**src/core/port_cfg_defs.vh**
```
// constants for the port configuration, keypad wake and clock output block
`ifndef PORT_CFG_DEFS_VH
`define PORT_CFG_DEFS_VH
`define MODE_QUASI 2'h0
`define MODE_PUSH 2'h1
`define MODE_INPUT 2'h2
`define MODE_OPEN 2'h3
`define OSC_LOW_XTAL 3'h0
`define OSC_MED_XTAL 3'h1
`define OSC_HIGH_XTAL 3'h2
`define OSC_RC 3'h3
`define OSC_EXT 3'h4
`define STRONG_PULSE_CLKS 2'h2
`define CLKOUT_DIV 3'h6
`define CLKOUT_HALF 3'h3
`define PORT2_MODE_REG_ONE_BIT_CLOCK_OUT_ENABLE 7
`define PORT2_MODE_REG_ONE_BIT_ENT1 6
`define PORT2_MODE_REG_ONE_BIT_ENT0 5
`define PORT2_MODE_REG_ONE_BIT_SCH2 4
`define PORT2_MODE_REG_ONE_BIT_SCH1 3
`define PORT2_MODE_REG_ONE_BIT_SCH0 2
`define PORT2_MODE_REG_ONE_RESET 8'h00
`define PORT_BIT_OD_A 2
`define PORT_BIT_OD_B 3
`define PORT_BIT_RST 5
`endif

```
**src/core/pin_driver.v**
```verilog
// one port pin output driver: mode decode and strong pull-up pulse
`timescale 1ns/1ps
`default_nettype none
`include "port_cfg_defs.vh"
module pin_driver (
	input wire ref_clk, // system clock
	input wire sys_rst, // synchronous reset, active high
	input wire cpu_en, // one cycle per cpu clock
	input wire [1:0] mode, // output mode code
	input wire latch, // port latch value
	input wire disable_pin, // pin removed from service
	output reg pull_down, // strong pull-down on
	output reg strong_up, // strong pull-up on
	output reg weak_up // weak pull-ups on
);
	reg latch_q;
	reg [1:0] pulse_q;
	always @(posedge ref_clk) begin
		if (sys_rst) begin
			latch_q <= 1'b1;
			pulse_q <= 2'h0;
		end else begin
			latch_q <= latch;
			if (mode == `MODE_QUASI && latch && !latch_q)
				pulse_q <= `STRONG_PULSE_CLKS; // RULE_21
			else if (cpu_en && pulse_q != 2'h0)
				pulse_q <= pulse_q - 2'h1;
		end
	end
	always @(posedge ref_clk) begin
		if (sys_rst) begin
			pull_down <= 1'b0;
			strong_up <= 1'b0;
			weak_up <= 1'b0;
		end else if (disable_pin || mode == `MODE_INPUT) begin
			pull_down <= 1'b0;
			strong_up <= 1'b0;
			weak_up <= 1'b0;
		end else begin
			pull_down <= !latch; // RULE_01
			strong_up <= (mode == `MODE_PUSH && latch) || (mode == `MODE_QUASI && latch && (!latch_q || pulse_q != 2'h0)); // RULE_02
			weak_up <= (mode == `MODE_QUASI) && latch; // RULE_01
		end
	end
endmodule
`default_nettype wire

```
**src/core/port_config_keypad_wake_clkout.v**
```verilog
// port configuration, keypad wake-up and clock output top level
// Overview of operation
// RULE_01 - open drain: no pull-ups, pull-down only when latch is 0
// RULE_02 - push-pull: shared pull-down, continuous strong pull-up when latch is 1
// RULE_03 - port 1 bits 2 and 3 fixed open drain whatever the mode bits
// RULE_04 - software writes 1 to those latches before reading them as inputs
// RULE_05 - port 1 bit 5 is Schmitt input only with internal reset
// RULE_06 - crystal options disable port 2 bits 0 and 1 entirely
// RULE_07 - reset pin level follows reset-high select; high pins are quasi-bidirectional
// RULE_08 - spare port 2 mode bits: Schmitt enables, timer toggles, clock out
// RULE_09 - one bit per port selects TTL or Schmitt input
// RULE_10 - port 1 bits 2, 3, 5 always Schmitt
// RULE_11 - one keypad enable bit per port 0 pin
// RULE_12 - enabled low pin sets keypad flag; interrupt only if enabled
// RULE_13 - hardware never clears keypad flag; software clears it
// RULE_14 - enabled keypad interrupt wakes from Idle and Power Down
// RULE_15 - clock out only with RC or external clock, gated by enable
// RULE_16 - clock out keeps toggling during Idle while enabled
// RULE_17 - clock out frequency is cpu clock over six
// RULE_18 - external clock: oscillator out pin is a port pin unless clock out
// RULE_19 - RC oscillator clock divisible by the cpu clock divider
// RULE_20 - two mode bits per pin: quasi, push-pull, input only, open drain
// RULE_21 - quasi mode latch rising 0 to 1 gives two-clock strong pull-up
// RULE_22 - divider N gives divide by 2*(N+1); zero means undivided; the code divides N of 128 to 255 by 2*(N-127)
// RULE_23 - port 0 keypad inputs synchronised; async path wakes with stopped oscillator; the code registers the raw path into keypad_wake on ref_clk
`timescale 1ns/1ps
`default_nettype none
`include "port_cfg_defs.vh"
module port_config_keypad_wake_clkout (
	input wire ref_clk, // oscillator clock
	input wire sys_rst, // synchronous reset, active high
	input wire port_reset_high_select, // reset level of port pins
	input wire internal_reset_sel, // device uses internal reset
	input wire [2:0] osc_select, // oscillator option
	input wire [7:0] port_mode_reg_a0, // port 0 mode bits a
	input wire [7:0] port_mode_reg_b0, // port 0 mode bits b
	input wire [7:0] port_mode_reg_a1, // port 1 mode bits a
	input wire [7:0] port_mode_reg_b1, // port 1 mode bits b
	input wire [7:0] port2_mode_reg_one, // port 2 mode bits a plus spare enables
	input wire [7:0] port_mode_reg_b2, // port 2 mode bits b
	input wire [7:0] latch0, // port 0 latches
	input wire [7:0] latch1, // port 1 latches
	input wire [7:0] latch2, // port 2 latches
	input wire [7:0] pin0_in, // port 0 pin levels
	input wire [7:0] pin1_in, // port 1 pin levels
	input wire [7:0] pin2_in, // port 2 pin levels
	input wire [7:0] keypad_pin_enable_reg, // keypad pin enables
	input wire keypad_active, // keypad function active
	input wire keypad_irq_enable, // keypad interrupt enable
	input wire keypad_flag_clear, // software clear of keypad flag
	input wire [7:0] cpu_clock_divider, // cpu clock divider value
	input wire idle_mode, // cpu in idle
	input wire power_down, // cpu in power down
	output reg [23:0] pull_down, // per-pin pull-down enable
	output reg [23:0] strong_up, // per-pin strong pull-up enable
	output reg [23:0] weak_up, // per-pin weak pull-up enable
	output reg [23:0] input_valid, // per-pin input buffer enabled
	output reg [23:0] schmitt_sel, // per-pin Schmitt buffer select
	output reg [7:0] port0_sync, // synchronised port 0
	output reg keypad_event_flag, // sticky keypad flag
	output reg keypad_irq, // keypad interrupt request
	output reg keypad_wake, // wake request from idle or power down
	output reg cpu_en, // cpu clock enable pulse
	output reg osc_out_clock_pin, // clock output level
	output reg clkout_active, // oscillator out pin carries clock
	output reg timer0_toggle_en, // timer 0 toggle output enable
	output reg timer1_toggle_en // timer 1 toggle output enable
);
	function [1:0] pin_mode;
		input [7:0] ma;
		input [7:0] mb;
		input [2:0] idx;
		pin_mode = {ma[idx], mb[idx]}; // RULE_20
	endfunction
	reg [7:0] div_cnt_q;
	reg [2:0] clk_cnt_q;
	reg [7:0] p0_meta_q;
	reg rst_done_q;
	wire xtal_opt = (osc_select == `OSC_LOW_XTAL) || (osc_select == `OSC_MED_XTAL) ||
		(osc_select == `OSC_HIGH_XTAL);
	wire clkout_ok = ((osc_select == `OSC_RC) || (osc_select == `OSC_EXT)) &&
		port2_mode_reg_one[`PORT2_MODE_REG_ONE_BIT_CLOCK_OUT_ENABLE]; // RULE_15
	wire [23:0] pd_w;
	wire [23:0] su_w;
	wire [23:0] wu_w;
	reg [47:0] mode_w;
	reg [23:0] latch_w;
	reg [23:0] dis_w;
	integer i;
	always @* begin
		latch_w = {latch2, latch1, latch0};
		dis_w = 24'h00_0000;
		mode_w = 48'h0000_0000_0000;
		for (i = 0; i < 8; i = i + 1) begin
			mode_w[2*i +: 2] = pin_mode(port_mode_reg_a0, port_mode_reg_b0, i[2:0]);
			mode_w[16 + 2*i +: 2] = pin_mode(port_mode_reg_a1, port_mode_reg_b1, i[2:0]);
			mode_w[32 + 2*i +: 2] = pin_mode({6'h00, port2_mode_reg_one[1:0]}, port_mode_reg_b2, i[2:0]);
		end
		mode_w[16 + 2*`PORT_BIT_OD_A +: 2] = `MODE_OPEN; // RULE_03
		mode_w[16 + 2*`PORT_BIT_OD_B +: 2] = `MODE_OPEN; // RULE_03
		mode_w[16 + 2*`PORT_BIT_RST +: 2] = `MODE_INPUT; // RULE_05
		if (!rst_done_q)
			mode_w = 48'h0000_0000_0000; // RULE_07
		if (!rst_done_q)
			latch_w = {24{port_reset_high_select}}; // RULE_07
		dis_w[16] = xtal_opt; // RULE_06
		dis_w[17] = xtal_opt; // RULE_06
		dis_w[16] = dis_w[16] | clkout_ok; // RULE_18
	end
	genvar g;
	generate
		for (g = 0; g < 24; g = g + 1) begin : pins
			pin_driver u_drv (
				.ref_clk(ref_clk),
				.sys_rst(sys_rst),
				.cpu_en(cpu_en),
				.mode(mode_w[2*g +: 2]),
				.latch(latch_w[g]),
				.disable_pin(dis_w[g]),
				.pull_down(pd_w[g]),
				.strong_up(su_w[g]),
				.weak_up(wu_w[g])
			);
		end
	endgenerate
	// the drivers already register their outputs; one more stage keeps every top output a flop
	always @(posedge ref_clk) begin
		if (sys_rst) begin
			pull_down <= 24'h00_0000;
			strong_up <= 24'h00_0000;
			weak_up <= 24'h00_0000;
			input_valid <= 24'h00_0000;
			schmitt_sel <= 24'h00_0000;
			rst_done_q <= 1'b0;
		end else begin
			rst_done_q <= 1'b1;
			pull_down <= pd_w;
			strong_up <= su_w;
			weak_up <= wu_w;
			input_valid <= ~dis_w; // RULE_06
			input_valid[8 + `PORT_BIT_RST] <= internal_reset_sel; // RULE_05
			schmitt_sel <= {{8{port2_mode_reg_one[`PORT2_MODE_REG_ONE_BIT_SCH2]}}, {8{port2_mode_reg_one[`PORT2_MODE_REG_ONE_BIT_SCH1]}},
				{8{port2_mode_reg_one[`PORT2_MODE_REG_ONE_BIT_SCH0]}}}; // RULE_09
			schmitt_sel[8 + `PORT_BIT_OD_A] <= 1'b1; // RULE_10
			schmitt_sel[8 + `PORT_BIT_OD_B] <= 1'b1; // RULE_10
			schmitt_sel[8 + `PORT_BIT_RST] <= 1'b1; // RULE_10
		end
	end
	// cpu clock enable from divider; nonzero N divides by 2*(N[6:0]+1) oscillator clocks, zero undivided
	always @(posedge ref_clk) begin
		if (sys_rst) begin
			div_cnt_q <= 8'h00;
			cpu_en <= 1'b0;
		end else if (cpu_clock_divider == 8'h00) begin
			div_cnt_q <= 8'h00;
			cpu_en <= 1'b1; // RULE_22
		end else if (div_cnt_q >= {cpu_clock_divider[6:0], 1'b1}) begin
			div_cnt_q <= 8'h00;
			cpu_en <= 1'b1; // RULE_19
		end else begin
			div_cnt_q <= div_cnt_q + 8'h01;
			cpu_en <= 1'b0;
		end
	end
	// clock output: toggle every third cpu clock; runs in idle, not in power down
	always @(posedge ref_clk) begin
		if (sys_rst) begin
			clk_cnt_q <= 3'h0;
			osc_out_clock_pin <= 1'b0;
			clkout_active <= 1'b0;
			timer0_toggle_en <= 1'b0;
			timer1_toggle_en <= 1'b0;
		end else begin
			clkout_active <= clkout_ok; // RULE_18
			timer0_toggle_en <= port2_mode_reg_one[`PORT2_MODE_REG_ONE_BIT_ENT0]; // RULE_08
			timer1_toggle_en <= port2_mode_reg_one[`PORT2_MODE_REG_ONE_BIT_ENT1]; // RULE_08
			if (!clkout_ok || power_down) begin
				clk_cnt_q <= 3'h0;
				osc_out_clock_pin <= 1'b0;
			end else if (cpu_en) begin
				if (clk_cnt_q == `CLKOUT_HALF - 3'h1) begin
					clk_cnt_q <= 3'h0;
					osc_out_clock_pin <= ~osc_out_clock_pin; // RULE_17 RULE_16
				end else
					clk_cnt_q <= clk_cnt_q + 3'h1;
			end
		end
	end
	// keypad detect: synchronised path for the flag, raw path for power-down wake
	wire kp_hit = keypad_active && |(keypad_pin_enable_reg & ~port0_sync);
	wire kp_raw = keypad_active && |(keypad_pin_enable_reg & ~pin0_in);
	always @(posedge ref_clk) begin
		if (sys_rst) begin
			p0_meta_q <= 8'hFF;
			port0_sync <= 8'hFF;
			keypad_event_flag <= 1'b0;
			keypad_irq <= 1'b0;
			keypad_wake <= 1'b0;
		end else begin
			p0_meta_q <= pin0_in; // RULE_23
			port0_sync <= p0_meta_q; // RULE_23
			if (kp_hit)
				keypad_event_flag <= 1'b1; // RULE_12 RULE_11
			else if (keypad_flag_clear)
				keypad_event_flag <= 1'b0; // RULE_13
			keypad_irq <= (keypad_event_flag || kp_hit) && keypad_irq_enable; // RULE_12
			keypad_wake <= keypad_irq_enable && (idle_mode || power_down) &&
				(keypad_event_flag || kp_hit || (power_down && kp_raw)); // RULE_14 RULE_23
		end
	end
endmodule
`default_nettype wire

```
**config.mk**
```make
export PLATFORM = sky130hd
export DESIGN_NAME = port_config_keypad_wake_clkout
export DESIGN_NICKNAME = d
export VERILOG_FILES = /design/src/core/pin_driver.v /design/src/core/port_config_keypad_wake_clkout.v
export VERILOG_INCLUDE_DIRS = /design/src /design/src/core
export SDC_FILE = /design/constraint.sdc
export NUM_CORES = 1
export LEC_CHECK = 0
export ABC_AREA = 1
export BUFFER_PORTS_ARGS = -buffer_cell sky130_fd_sc_hd__buf_4
export CORE_MARGIN = 10
export CORE_UTILIZATION = 40
export CTS_CLUSTER_DIAMETER = 80
export CTS_CLUSTER_SIZE = 12
export DETAILED_ROUTE_END_ITERATION = 7
export PLACE_DENSITY = 0.7
export SLEW_MARGIN = 10
export SYNTH_ARGS = -nofsm -noshare
export SYNTH_HDL_FRONTEND = slang
export SYNTH_SLANG_ARGS = --single-unit
```
**constraint.sdc**
```tcl
create_clock -name ref_clk -period 1.1 [get_ports ref_clk]
set_input_delay 0.11 -clock ref_clk [delete_from_list [all_inputs] [get_ports ref_clk]]
set_output_delay 0.11 -clock ref_clk [all_outputs]
set_load 0.1 [all_outputs]
```
==> results of run 1 <==
## stage by stage
step,total power [µW],cell area (µm²)
final,24000,18600
after global placement,13500,12200
after floorplan,12600,9810
after detailed placement,13600,12200
after CTS,22800,17200
after global routing,24600,18600
## placed cells by master (no fill, tap or decap), types with 5 or more instances in the layout
master / count
buf_12: 161
buf_4: 173
o21ai_4: 10
o21ai_1: 13
inv_1: 197
o311ai_2: 8
nand2_8: 36
dfxtp_2: 90
nand3_2: 15
a21oi_1: 50
o311ai_4: 6
buf_8: 6
o21a_1: 7
nand2_2: 46
or2_2: 9
clkbuf_16: 27
o21ai_2: 10
clkbuf_1: 7
buf_6: 60
a21oi_2: 14
o211a_1: 15
dfxtp_1: 149
ha_2: 7
buf_16: 6
inv_4: 5
o21ai_0: 6
dlygate4sd3_1: 85
nor2_1: 142
dfxtp_4: 18
nand2_1: 65
nand2_4: 33
nor2_4: 27
or2_4: 10
nand4_1: 16
ha_4: 5
inv_2: 16
nor2_2: 24
ha_1: 20
## final cells by class
class / count / area share, %
repair buffers: 493 / 34.1
well taps: 319 / 2.14
inverters: 218 / 4.48
multi-input cells: 627 / 27.0
diodes: 4 / 0.0537
flip-flops and latches: 257 / 28.6
clock inverters: 2 / 0.154
repair inverters: 1 / 0.0336
clock buffers: 32 / 3.50
## cells by family (layout without fill, tap and decap cells)
family / count (synthesis) / in the layout / share of synthesized area, %
simple gates: 438 / 438 / 18.6
buf+inv: 294 / 746 / 13.9
flops: 257 / 257 / 53.2
compound gates: 150 / 150 / 9.54
fa+ha+maj: 32 / 32 / 4.14
xor+xnor: 7 / 7 / 0.634
other cells: 0 / 4 / 0
## layer usage
layer	vias up	track usage, %
met5	-	0
met4	0	9.68
met3	161	4.07
met2	431	42.8
met1	4745	22.0
li1	4482	-
## sequential cells by signal, summed over array words and instances, names as in the netlist, 8 cells and up
name                  cells
pins.u_drv.weak_up       23
weak_up                  23
pins.u_drv.latch_q       24
strong_up                24
port0_sync                8
pins.u_drv.strong_up     24
p0_meta_q                 8
div_cnt_q                 8
pins.u_drv.pulse_q       48
pull_down                24
pins.u_drv.pull_down     24
## power groups by stage
stage	logic [µW]	registers [µW]	clock network [µW]
floorplan	1580	11000	0
global placement	3510	10000	0
detailed placement	3540	10100	0
CTS	5080	9950	7790
global route	6210	10000	8330
finish	6000	10000	7920
## what timing repair did
action / in CTS / in global routing
buffers inserted: 46 / 34
pin swaps: 102 / 95
endpoints found under the hold margin: 136 / 0
hold buffers: 85 / 0
endpoints found under the setup margin: 264 / 295
resized for setup: 786 / 263
cloned: 11 / 2
## worst reg2reg max path: cells and delay by family, from the launching register on
kind                     cells  cell delay (ps)
flip-flops                   1              390
AO/OA/AOI/OAI                2              310
AND/OR/NAND/NOR              2              300
buffers and inverters        2              240
adder cells (fa/ha/maj)      1              180
## path summary, 6_finish.rpt
check	cells after the start	end	slack (ps)	startpoint
hold / removal	9	keypad_wake	80	keypad_pin_enable_reg[1]
setup reg to reg	7	pins[3].u_drv.pulse_q[1]	-420	pins[3].u_drv.pulse_q[1]
hold reg to reg	2	strong_up[14]	390	pins[14].u_drv.strong_up
setup / recovery	7	pins[3].u_drv.pulse_q[1]	-420	pins[3].u_drv.pulse_q[1]
==> flow_summary.json, run 1 <==
{
  "slew_headroom_pct": 71.4,
  "drc_errors": 0,
  "place_ws_ps": -201,
  "holdWs_ps": 81.8,
  "fillers": 1156,
  "port_buffers": 237,
  "vias_per_cell": 5.03,
  "dp_cells": 1744,
  "rsz0062_at_grt": "true",
  "htreeDepth": 1,
  "gp_congestion": 0.773,
  "cts_sinks": 257,
  "die_w_um": 175,
  "wl_met2_um": 22500,
  "clk_latency_ps": 550,
  "synthFlopType": "dfxtp_1",
  "cts_root_buffer": "clkbuf_16",
  "leakagePower_uw": 0.00825,
  "fp.coreArea_um2": 23600,
  "synth_edf_count": 0,
  "synth.distinct_cells": 33,
  "track_usage_pct": 21.9,
  "critical_path_class": "reg -> reg",
  "drt-met1-wl_um": 14500,
  "topRoutingLayerUsed": "met4",
  "grt_pass1_wl_um": 54300,
  "grt_max_degree": 40,
  "cts_buffer_depth": 3,
  "start_kind": "flip-flop",
  "num_vias": 9819,
  "synth_top_area_cell": "dfxtp_1",
  "seq_area_um2": 5330,
  "switching_share_pct": 31.6,
  "clk_pin_slew_ps": 70,
  "drt_first_pass_iters": 5,
  "ys_warn_count": 0,
  "hold_class": "in -> reg",
  "max_slew.worst_pin.slew_ps": 427,
  "finalSetupViolCount": 290,
  "synthesis.area_um2": 9660,
  "ys_ff_latch": 257,
  "drive_gt1_share_pct": 51.3,
  "dieArea_um2": 30800,
  "p_seq_share_pct": 41.9,
  "path_delay_family": "flip-flops",
  "seq_area_frac_synth_pct": 53.2,
  "final_util_pct": 78.9,
  "cp_max_fo": 4,
  "fmax_ghz": 0.659,
  "violations": "setup timing",
  "crit_chain": "inv_1, ha_1, inv_1, nand2_1, nor2_1, a21oi_1, a21oi_1",
  "hold_violations": 0,
  "required_ps": 1560,
  "syn_area_per_cell_um2": 8.20,
  "async_flop_share_pct": 0,
  "max_stage_delay_ps": 390,
  "wl_per_cell_um": 21.3,
  "layoutNonFillerInstCount": 1953,
  "initial_core_util_pct": 40.9,
  "pwr-share-clk_pct": 33.1,
  "syn_inst": 1178,
  "fp.dieH_um": 175,
  "power.density_nw_per_um2": 1280,
  "rows": 56,
  "ys_top_cells_by_area": "dfxtp_1 (53%), inv_1 (8.3%), nor2_1 (7.5%)",
  "comb_power_share_pct": 25.1,
  "critPathSlowestCell": "dfxtp_1",
  "fin_tns_setup_ps": -47480,
  "drtIter0Drc": 616,
  "end_kind": "flip-flop",
  "final-max-slew-violation-count": 0,
  "cp_num_buf_inv": 2,
  "status": "complete, but fails checks",
  "synth_largest_type_area_fraction_pct": 53.2,
  "grt_pass1_vias": 10100,
  "pin_count": 260,
  "multi_input_area_um2": 5030,
  "dp_hpwl_um": 17600,
  "syn-num-nets": 1334,
  "cap_viol_max_count": 0,
  "numCtsBuffers": 25,
  "synthMostInstantiatedCell": "dfxtp_1",
  "syn_to_final_growth_pct": 92.9,
  "p_switching_uw": 7570,
  "intPower_uw": 16400,
  "period_minus_slack_ps": 1520,
  "overflow": 0,
  "finalCritPeriodShare_pct": 138,
  "dr_wl_met3_um": 2220,
  "fin_skew_ps": 33.8,
  "nNetsFinal": 1779,
  "fin_ws_ps": -417,
  "cts_tree": "yes",
  "grt_antenna_before_repair": 3,
  "synthTopCellsByCount": "dfxtp_1 (257), inv_1 (214), nor2_1 (192)",
  "wl_um": 41700,
  "drtAntennaViolNets": 0,
  "cp.arrival_ps": 1980,
  "peakVddDrop_v": 0.00110
}
No activity file was read; power rests on OpenSTA's default activity.
==> inputs of run 2 (changes only) <==
--- a/config.mk
+++ b/config.mk
@@ -6,15 +6,15 @@
 export SDC_FILE = /design/constraint.sdc
 export NUM_CORES = 1
 export LEC_CHECK = 0
-export ABC_AREA = 1
 export BUFFER_PORTS_ARGS = -buffer_cell sky130_fd_sc_hd__buf_4
 export CORE_MARGIN = 10
-export CORE_UTILIZATION = 40
+export CORE_UTILIZATION = 31
 export CTS_CLUSTER_DIAMETER = 80
 export CTS_CLUSTER_SIZE = 12
 export DETAILED_ROUTE_END_ITERATION = 7
-export PLACE_DENSITY = 0.7
+export PLACE_DENSITY = 0.58
 export SLEW_MARGIN = 10
 export SYNTH_ARGS = -nofsm -noshare
 export SYNTH_HDL_FRONTEND = slang
+export SYNTH_HIERARCHICAL = 1
 export SYNTH_SLANG_ARGS = --single-unit
==> run 2 against run 1 <==
Net effect:
- the run ends with hold timing, setup timing left
- synthesized area grew 1.2%
- critical path depth shrank 1
- clock-buffer cell count grew 3
- worst hold slack lost 170 ps
- sequential share of layout area grew 0.66 points
- first-iteration DRC count shrank 66%
- utilization shrank 20 points
- sequential cell count grew 2
- global-route usage shrank 8.3 points
- final cell count shrank 1.8%
- via count shrank 14%
- setup slack lost 43 ps
- critical path type unchanged
- largest power group unchanged
==> flow_summary.json, run 2 <==
{
  "numCtsBuffers": 25,
  "port_buffers": 237,
  "ys_ff_latch": 259,
  "grt_pass1_wl_um": 43700,
  "ys_warn_count": 6,
  "drc_errors": 0,
  "nNetsFinal": 1665,
  "synth_top_area_cell": "dfxtp_1",
  "cts_buffer_depth": 3,
  "holdWs_ps": -86.3,
  "critical_path_class": "reg -> reg",
  "fin_skew_ps": 18.1,
  "num_vias": 8431,
  "synth.distinct_cells": 42,
  "syn_inst": 985,
  "period_minus_slack_ps": 1560,
  "fp.dieH_um": 198,
  "overflow": 0,
  "fp.coreArea_um2": 30800,
  "finalSetupViolCount": 294,
  "cap_viol_max_count": 0,
  "hold_class": "in -> reg",
  "place_ws_ps": -498,
  "fmax_ghz": 0.641,
  "gp_congestion": 0.821,
  "fin_ws_ps": -460,
  "p_seq_share_pct": 44.3,
  "cp_max_fo": 7,
  "clk_latency_ps": 520,
  "initial_core_util_pct": 31.7,
  "wl_per_cell_um": 16.7,
  "largest_reg_flops": 48,
  "grt_pass1_vias": 8599,
  "stdcell_area_um2": 18300,
  "drtAntennaViolNets": 0,
  "dieArea_um2": 39000,
  "htreeDepth": 1,
  "cts_root_buffer": "clkbuf_16",
  "synth_largest_type_area_fraction_pct": 53.0,
  "grt_antenna_before_repair": 2,
  "synthMostInstantiatedCell": "dfxtp_1",
  "rows": 64,
  "end_kind": "flip-flop",
  "leakagePower_uw": 0.00747,
  "clk_pin_slew_ps": 70,
  "wl_um": 32100,
  "p_switching_uw": 6290,
  "intPower_uw": 16000,
  "hold_violations": 6,
  "synthTopCellsByCount": "dfxtp_1 (259), nor2b_1 (102), inv_1 (90)",
  "pwr-share-clk_pct": 34.3,
  "peakVddDrop_v": 0.000867,
  "final-max-slew-violation-count": 0,
  "status": "complete, but fails checks",
  "rsz0062_at_grt": "true",
  "synthesis.area_um2": 9780,
  "async_flop_share_pct": 0,
  "start_kind": "flip-flop",
  "synthFlopType": "dfxtp_1",
  "syn_to_final_growth_pct": 87.1,
  "final_cell_mix": "buf_4 (251), dfxtp_1 (162), buf_12 (150)",
  "power.density_nw_per_um2": 1220,
  "grt_max_degree": 37,
  "track_usage_pct": 13.6,
  "syn_area_per_cell_um2": 9.92,
  "final_common_cell": "buf_4",
  "violations": "hold timing, setup timing",
  "synth_edf_count": 0,
  "vias_per_cell": 4.40,
  "die_w_um": 198,
  "placed_area_um2": 13300,
  "comb_power_share_pct": 21.3,
  "pin_count": 260,
  "drtIter0Drc": 209,
  "seq_area_frac_synth_pct": 53.0,
  "required_ps": 1550,
  "drt_first_pass_iters": 4,
  "drive_gt1_share_pct": 51.9,
  "dp_hpwl_um": 19000,
  "cts_sinks": 259,
  "finalCritPeriodShare_pct": 142,
  "cts_tree": "yes",
  "ys_top_cells_by_area": "dfxtp_1 (53%), nor2b_1 (6.5%), ha_1 (4.1%)",
  "fin_tns_setup_ps": -62520,
  "switching_share_pct": 28.1,
  "cp.arrival_ps": 2010,
  "top_register": "pins.u_drv/pulse_q"
}
## run 2: cell types whose count changed in the layout (fill, tap and decap cells not counted), sizes merged, moves of 50 or more
cell / before / now
nor3: 6 / 56
nor2: 193 / 29
nand2: 180 / 52
inv: 221 / 90
conb: 0 / 59
a21oi: 64 / 7
nor2b: 0 / 102
## run 2: layout make-up
cell class              instances  area [µm²]
clock inverters                 1        5.00
well taps                     396         495
flip-flops and latches        259        5350
fillers                      2364       12500
inverters                      90         338
diodes                          3        7.51
multi-input cells             632        5380
repair buffers                501        6040
clock buffers                  35         673
## run 2: cell families (layout without fill, tap and decap cells)
logic type,after synthesis,count (layout),share of synthesized area (%)
simple gates,383,383,21.8
flops,259,259,53.0
buf+inv,152,627,7.41
compound gates,102,102,8.32
fa+ha+maj,32,32,4.10
xor+xnor,32,32,2.87
mux,24,24,2.46
other cells,1,62,0.0384
## run 2: per-stage QoR
| step | hold WS (ps) | total power (µW) | std cells | utilization, % |
|---|---|---|---|---|
| after detailed placement | 317 | 13200 | 1766 | 43.3 |
| after global routing | -90.4 | 23200 | 1915 | 59.3 |
| after CTS | -94.1 | 21600 | 1878 | 50.3 |
| after floorplan | 187 | 12100 | 1043 | - |
| final | -86.3 | 22300 | 1917 | 59.3 |
| after global placement | 315 | 13200 | 1766 | 43.3 |
## run 2: path summary, 6_finish.rpt
kind | startpoint | end | slack [ps] | depth (start not counted)
max | schmitt_sel[11] | pins[5].u_drv/strong_up | -460 | 6
min | port_mode_reg_a1[0] | pins[8].u_drv/pull_down | -90 | 3
max reg2reg | schmitt_sel[11] | pins[5].u_drv/strong_up | -460 | 6
min reg2reg | p0_meta_q[2] | port0_sync[2] | 410 | 1
## run 2: critical path, stage by stage, from the launching register on
cell       delay [ps]
dfxtp_4           390
nand2b_4          200
clkbuf_16         220
nand2_2           100
nand2b_1           90
or3_1             330
a31oi_1           140
## run 2: what timing repair did
| action | CTS | global route |
|---|---|---|
| pin swaps | 3 | 32 |
| gates cloned | 1 | 2 |
| buffers inserted | 11 | 32 |
| endpoints found under the setup margin | 292 | 293 |
| resized for setup | 172 | 589 |
| hold endpoints to repair | 80 | 9 |
| hold buffers | 64 | 3 |
## run 2: layer usage
metal | global-route usage (%) | vias up | part of all wire [%]
met5 | 0 | - | 0
met4 | 3.33 | 0 | 2.6
met3 | 4.00 | 55 | 6.9
met2 | 23.9 | 220 | 51
met1 | 15.9 | 3969 | 39
li1 | - | 4187 | -
## run 2: power by group through the flow
stage / combinational, µW / clock, µW / sequential [µW]
floorplan: 1480 / 0 / 10700
global placement: 3210 / 0 / 10000
detailed placement: 3240 / 0 / 10000
CTS: 3790 / 7960 / 9810
global route: 5010 / 8290 / 9930
finish: 4760 / 7670 / 9900
==> inputs of run 3 (changes only) <==
--- a/config.mk
+++ b/config.mk
@@ -12,7 +12,7 @@
 export CTS_CLUSTER_DIAMETER = 80
 export CTS_CLUSTER_SIZE = 12
 export DETAILED_ROUTE_END_ITERATION = 7
-export PLACE_DENSITY = 0.58
+export PLACE_DENSITY = 0.56
 export SLEW_MARGIN = 10
 export SYNTH_ARGS = -nofsm -noshare
 export SYNTH_HDL_FRONTEND = slang
==> constraint.sdc (replaced) <==
create_clock -name ref_clk -period 1.8 [get_ports ref_clk]
set_input_delay 0.18 -clock ref_clk [delete_from_list [all_inputs] [get_ports ref_clk]]
set_output_delay 0.18 -clock ref_clk [all_outputs]
set_load 0.1 [all_outputs]
==> run 3 against run 2 <==
Net effect:
- the run now ends clean
- global-route usage is 1.9 points lower
- power shrank 44%
- clock power is 41% lower
- wire length fell by 26%
- final cell count is 8.8% lower
- critical path type is now reg -> out
- first-iteration DRC count decreased by 20%
- critical endpoint is now schmitt_sel[11]
- sequential power is 39% lower
- clock skew shrank 3.7 ps
- worst hold slack better by 120 ps
- non-clock buffer count shrank 157
- die area stayed put
- sequential share of layout area is 9.0 points higher
==> flow_summary.json, run 3 (synthesis gave the netlist of run 2 again) <==
{
  "required_ps": 1620,
  "rsz0062_at_grt": "true",
  "die_w_um": 198,
  "grt_antenna_before_repair": 0,
  "fp.coreArea_um2": 30800,
  "nNetsFinal": 1508,
  "clk_latency_ps": 540,
  "syn_to_final_growth_pct": 39.1,
  "final_util_pct": 44.1,
  "r2r_slack_ps": 170,
  "overflow": 0,
  "diodes": 0,
  "drive_gt1_share_pct": 27.3,
  "layoutNonFillerInstCount": 1748,
  "largest_reg_flops": 48,
  "post-cts-setup-buffers": 0,
  "rows": 64,
  "hold_depth": 3,
  "cts_root_buffer": "clkbuf_16",
  "numCtsBuffers": 25,
  "cp_max_fo": 34,
  "top_register": "pins.u_drv/pulse_q",
  "cp.arrival_ps": 1590,
  "dp_cells": 1640,
  "end_kind": "output port",
  "port_buffers": 237,
  "wl_per_cell_um": 13.5,
  "status": "completed",
  "cts_tree": "yes",
  "worstRegToRegCells": 5,
  "hp-start": "port_mode_reg_b1[7]",
  "grt_pass1_vias": 7712,
  "cts_buffer_depth": 3,
  "hold_violations": 0,
  "final_cell_mix": "buf_4 (259), dfxtp_1 (251), nor2b_1 (102)",
  "dieArea_um2": 39000,
  "peakVddDrop_v": 0.000581,
  "drt_first_pass_iters": 4,
  "cap_viol_max_count": 0,
  "finalSetupViolCount": 0,
  "fin_skew_ps": 14.5,
  "slew_headroom_pct": 57.9,
  "clk_pin_slew_ps": 60,
  "grt_max_degree": 57,
  "drtIter0Drc": 167,
  "final_common_cell": "buf_4",
  "totalPowerFinal_uw": 12400,
  "num_vias": 7466,
  "period_minus_slack_ps": 1770,
  "wl_um": 23700,
  "gp_congestion": 0.756,
  "vias_per_cell": 4.27,
  "pin_count": 260,
  "leakagePower_uw": 0.00575,
  "power.density_nw_per_um2": 914,
  "track_usage_pct": 11.7,
  "fmax_ghz": 0.564,
  "start_kind": "flip-flop",
  "grt_pass1_wl_um": 38300,
  "r2r_start": "div_cnt_q[5]",
  "final-max-slew-violation-count": 0,
  "critical_path_class": "reg -> out",
  "hold_path_end": "pins[15].u_drv/weak_up",
  "dp_hpwl_um": 17200,
  "initial_core_util_pct": 31.7,
  "finalCritPeriodShare_pct": 98.6,
  "cts_sinks": 259,
  "max_slew.worst_pin.slew_ps": 623,
  "htreeDepth": 1,
  "fp.dieH_um": 198,
  "drc_errors": 0,
  "hold_class": "in -> reg",
  "drtAntennaViolNets": 0,
  "r2r_end": "div_cnt_q[6]"
}
run 3: cell count changes in the layout (fill, tap and decap cells not counted), sizes merged:
cell,change
inv,+1
buf,-169
clkbuf,-12
diode,-3
clkinv,-1
clkinvlp,+1
dlygate4sd3,+14
run 3: stage by stage:
step	instance area, µm²	hold slack, ps	TNS (ps)	setup WS [ps]
3_5_place_dp	12100	388	0	28.7
2_1_floorplan	10000	257	0	9.95
4_1_cts	13600	0.801	-108	-36.8
6_report	13600	36.4	0	25.6
5_1_grt	13600	41.3	-194	-65.7
3_3_place_gp	12100	387	0	15.2
run 3: report_power, final:
part	switching, µW	internal, µW	leakage [µW]
Sequential	73.5	5920	0.00211
Combinational	1240	648	0.00332
Clock	2080	2460	0.000318
run 3: cell type report:
type                    count  area (µm²)
repair buffers            344        2820
inverters                  90         338
multi-input cells         632        4100
clock inverters             2        27.5
fillers                  2921       17200
clock buffers              25         626
well taps                 396         495
flip-flops and latches    259        5190
run 3: worst max-delay path, cell delays in order (launching register included):
cell and delay, ps:
dfxtp_2 430, buf_6 280, buf_4 340
run 3: worst max-delay path by stage:
stage,end,slack (ps),cells past startpoint,startpoint
CTS,schmitt_sel[11],-40,2,schmitt_sel[11]
detailed placement,cpu_en,30,7,cpu_clock_divider[4]
global route,schmitt_sel[13],-70,2,schmitt_sel[11]
finish,schmitt_sel[11],30,2,schmitt_sel[11]
floorplan,keypad_wake,10,3,port0_sync[2]
global placement,cpu_en,20,7,cpu_clock_divider[4]
run 3: repair_timing:
action | 4_1_cts | 5_1_grt
endpoints found under the setup margin | 3 | 12
hold endpoints to repair | 88 | 0
gates resized for setup | 1 | 2
hold buffers | 81 | 0
run 3: layer usage:
metal	track usage [%]	part of all wire (%)
met5	0	0
met4	3.05	1.6
met3	3.34	7.8
met2	20.2	46
met1	14.1	44
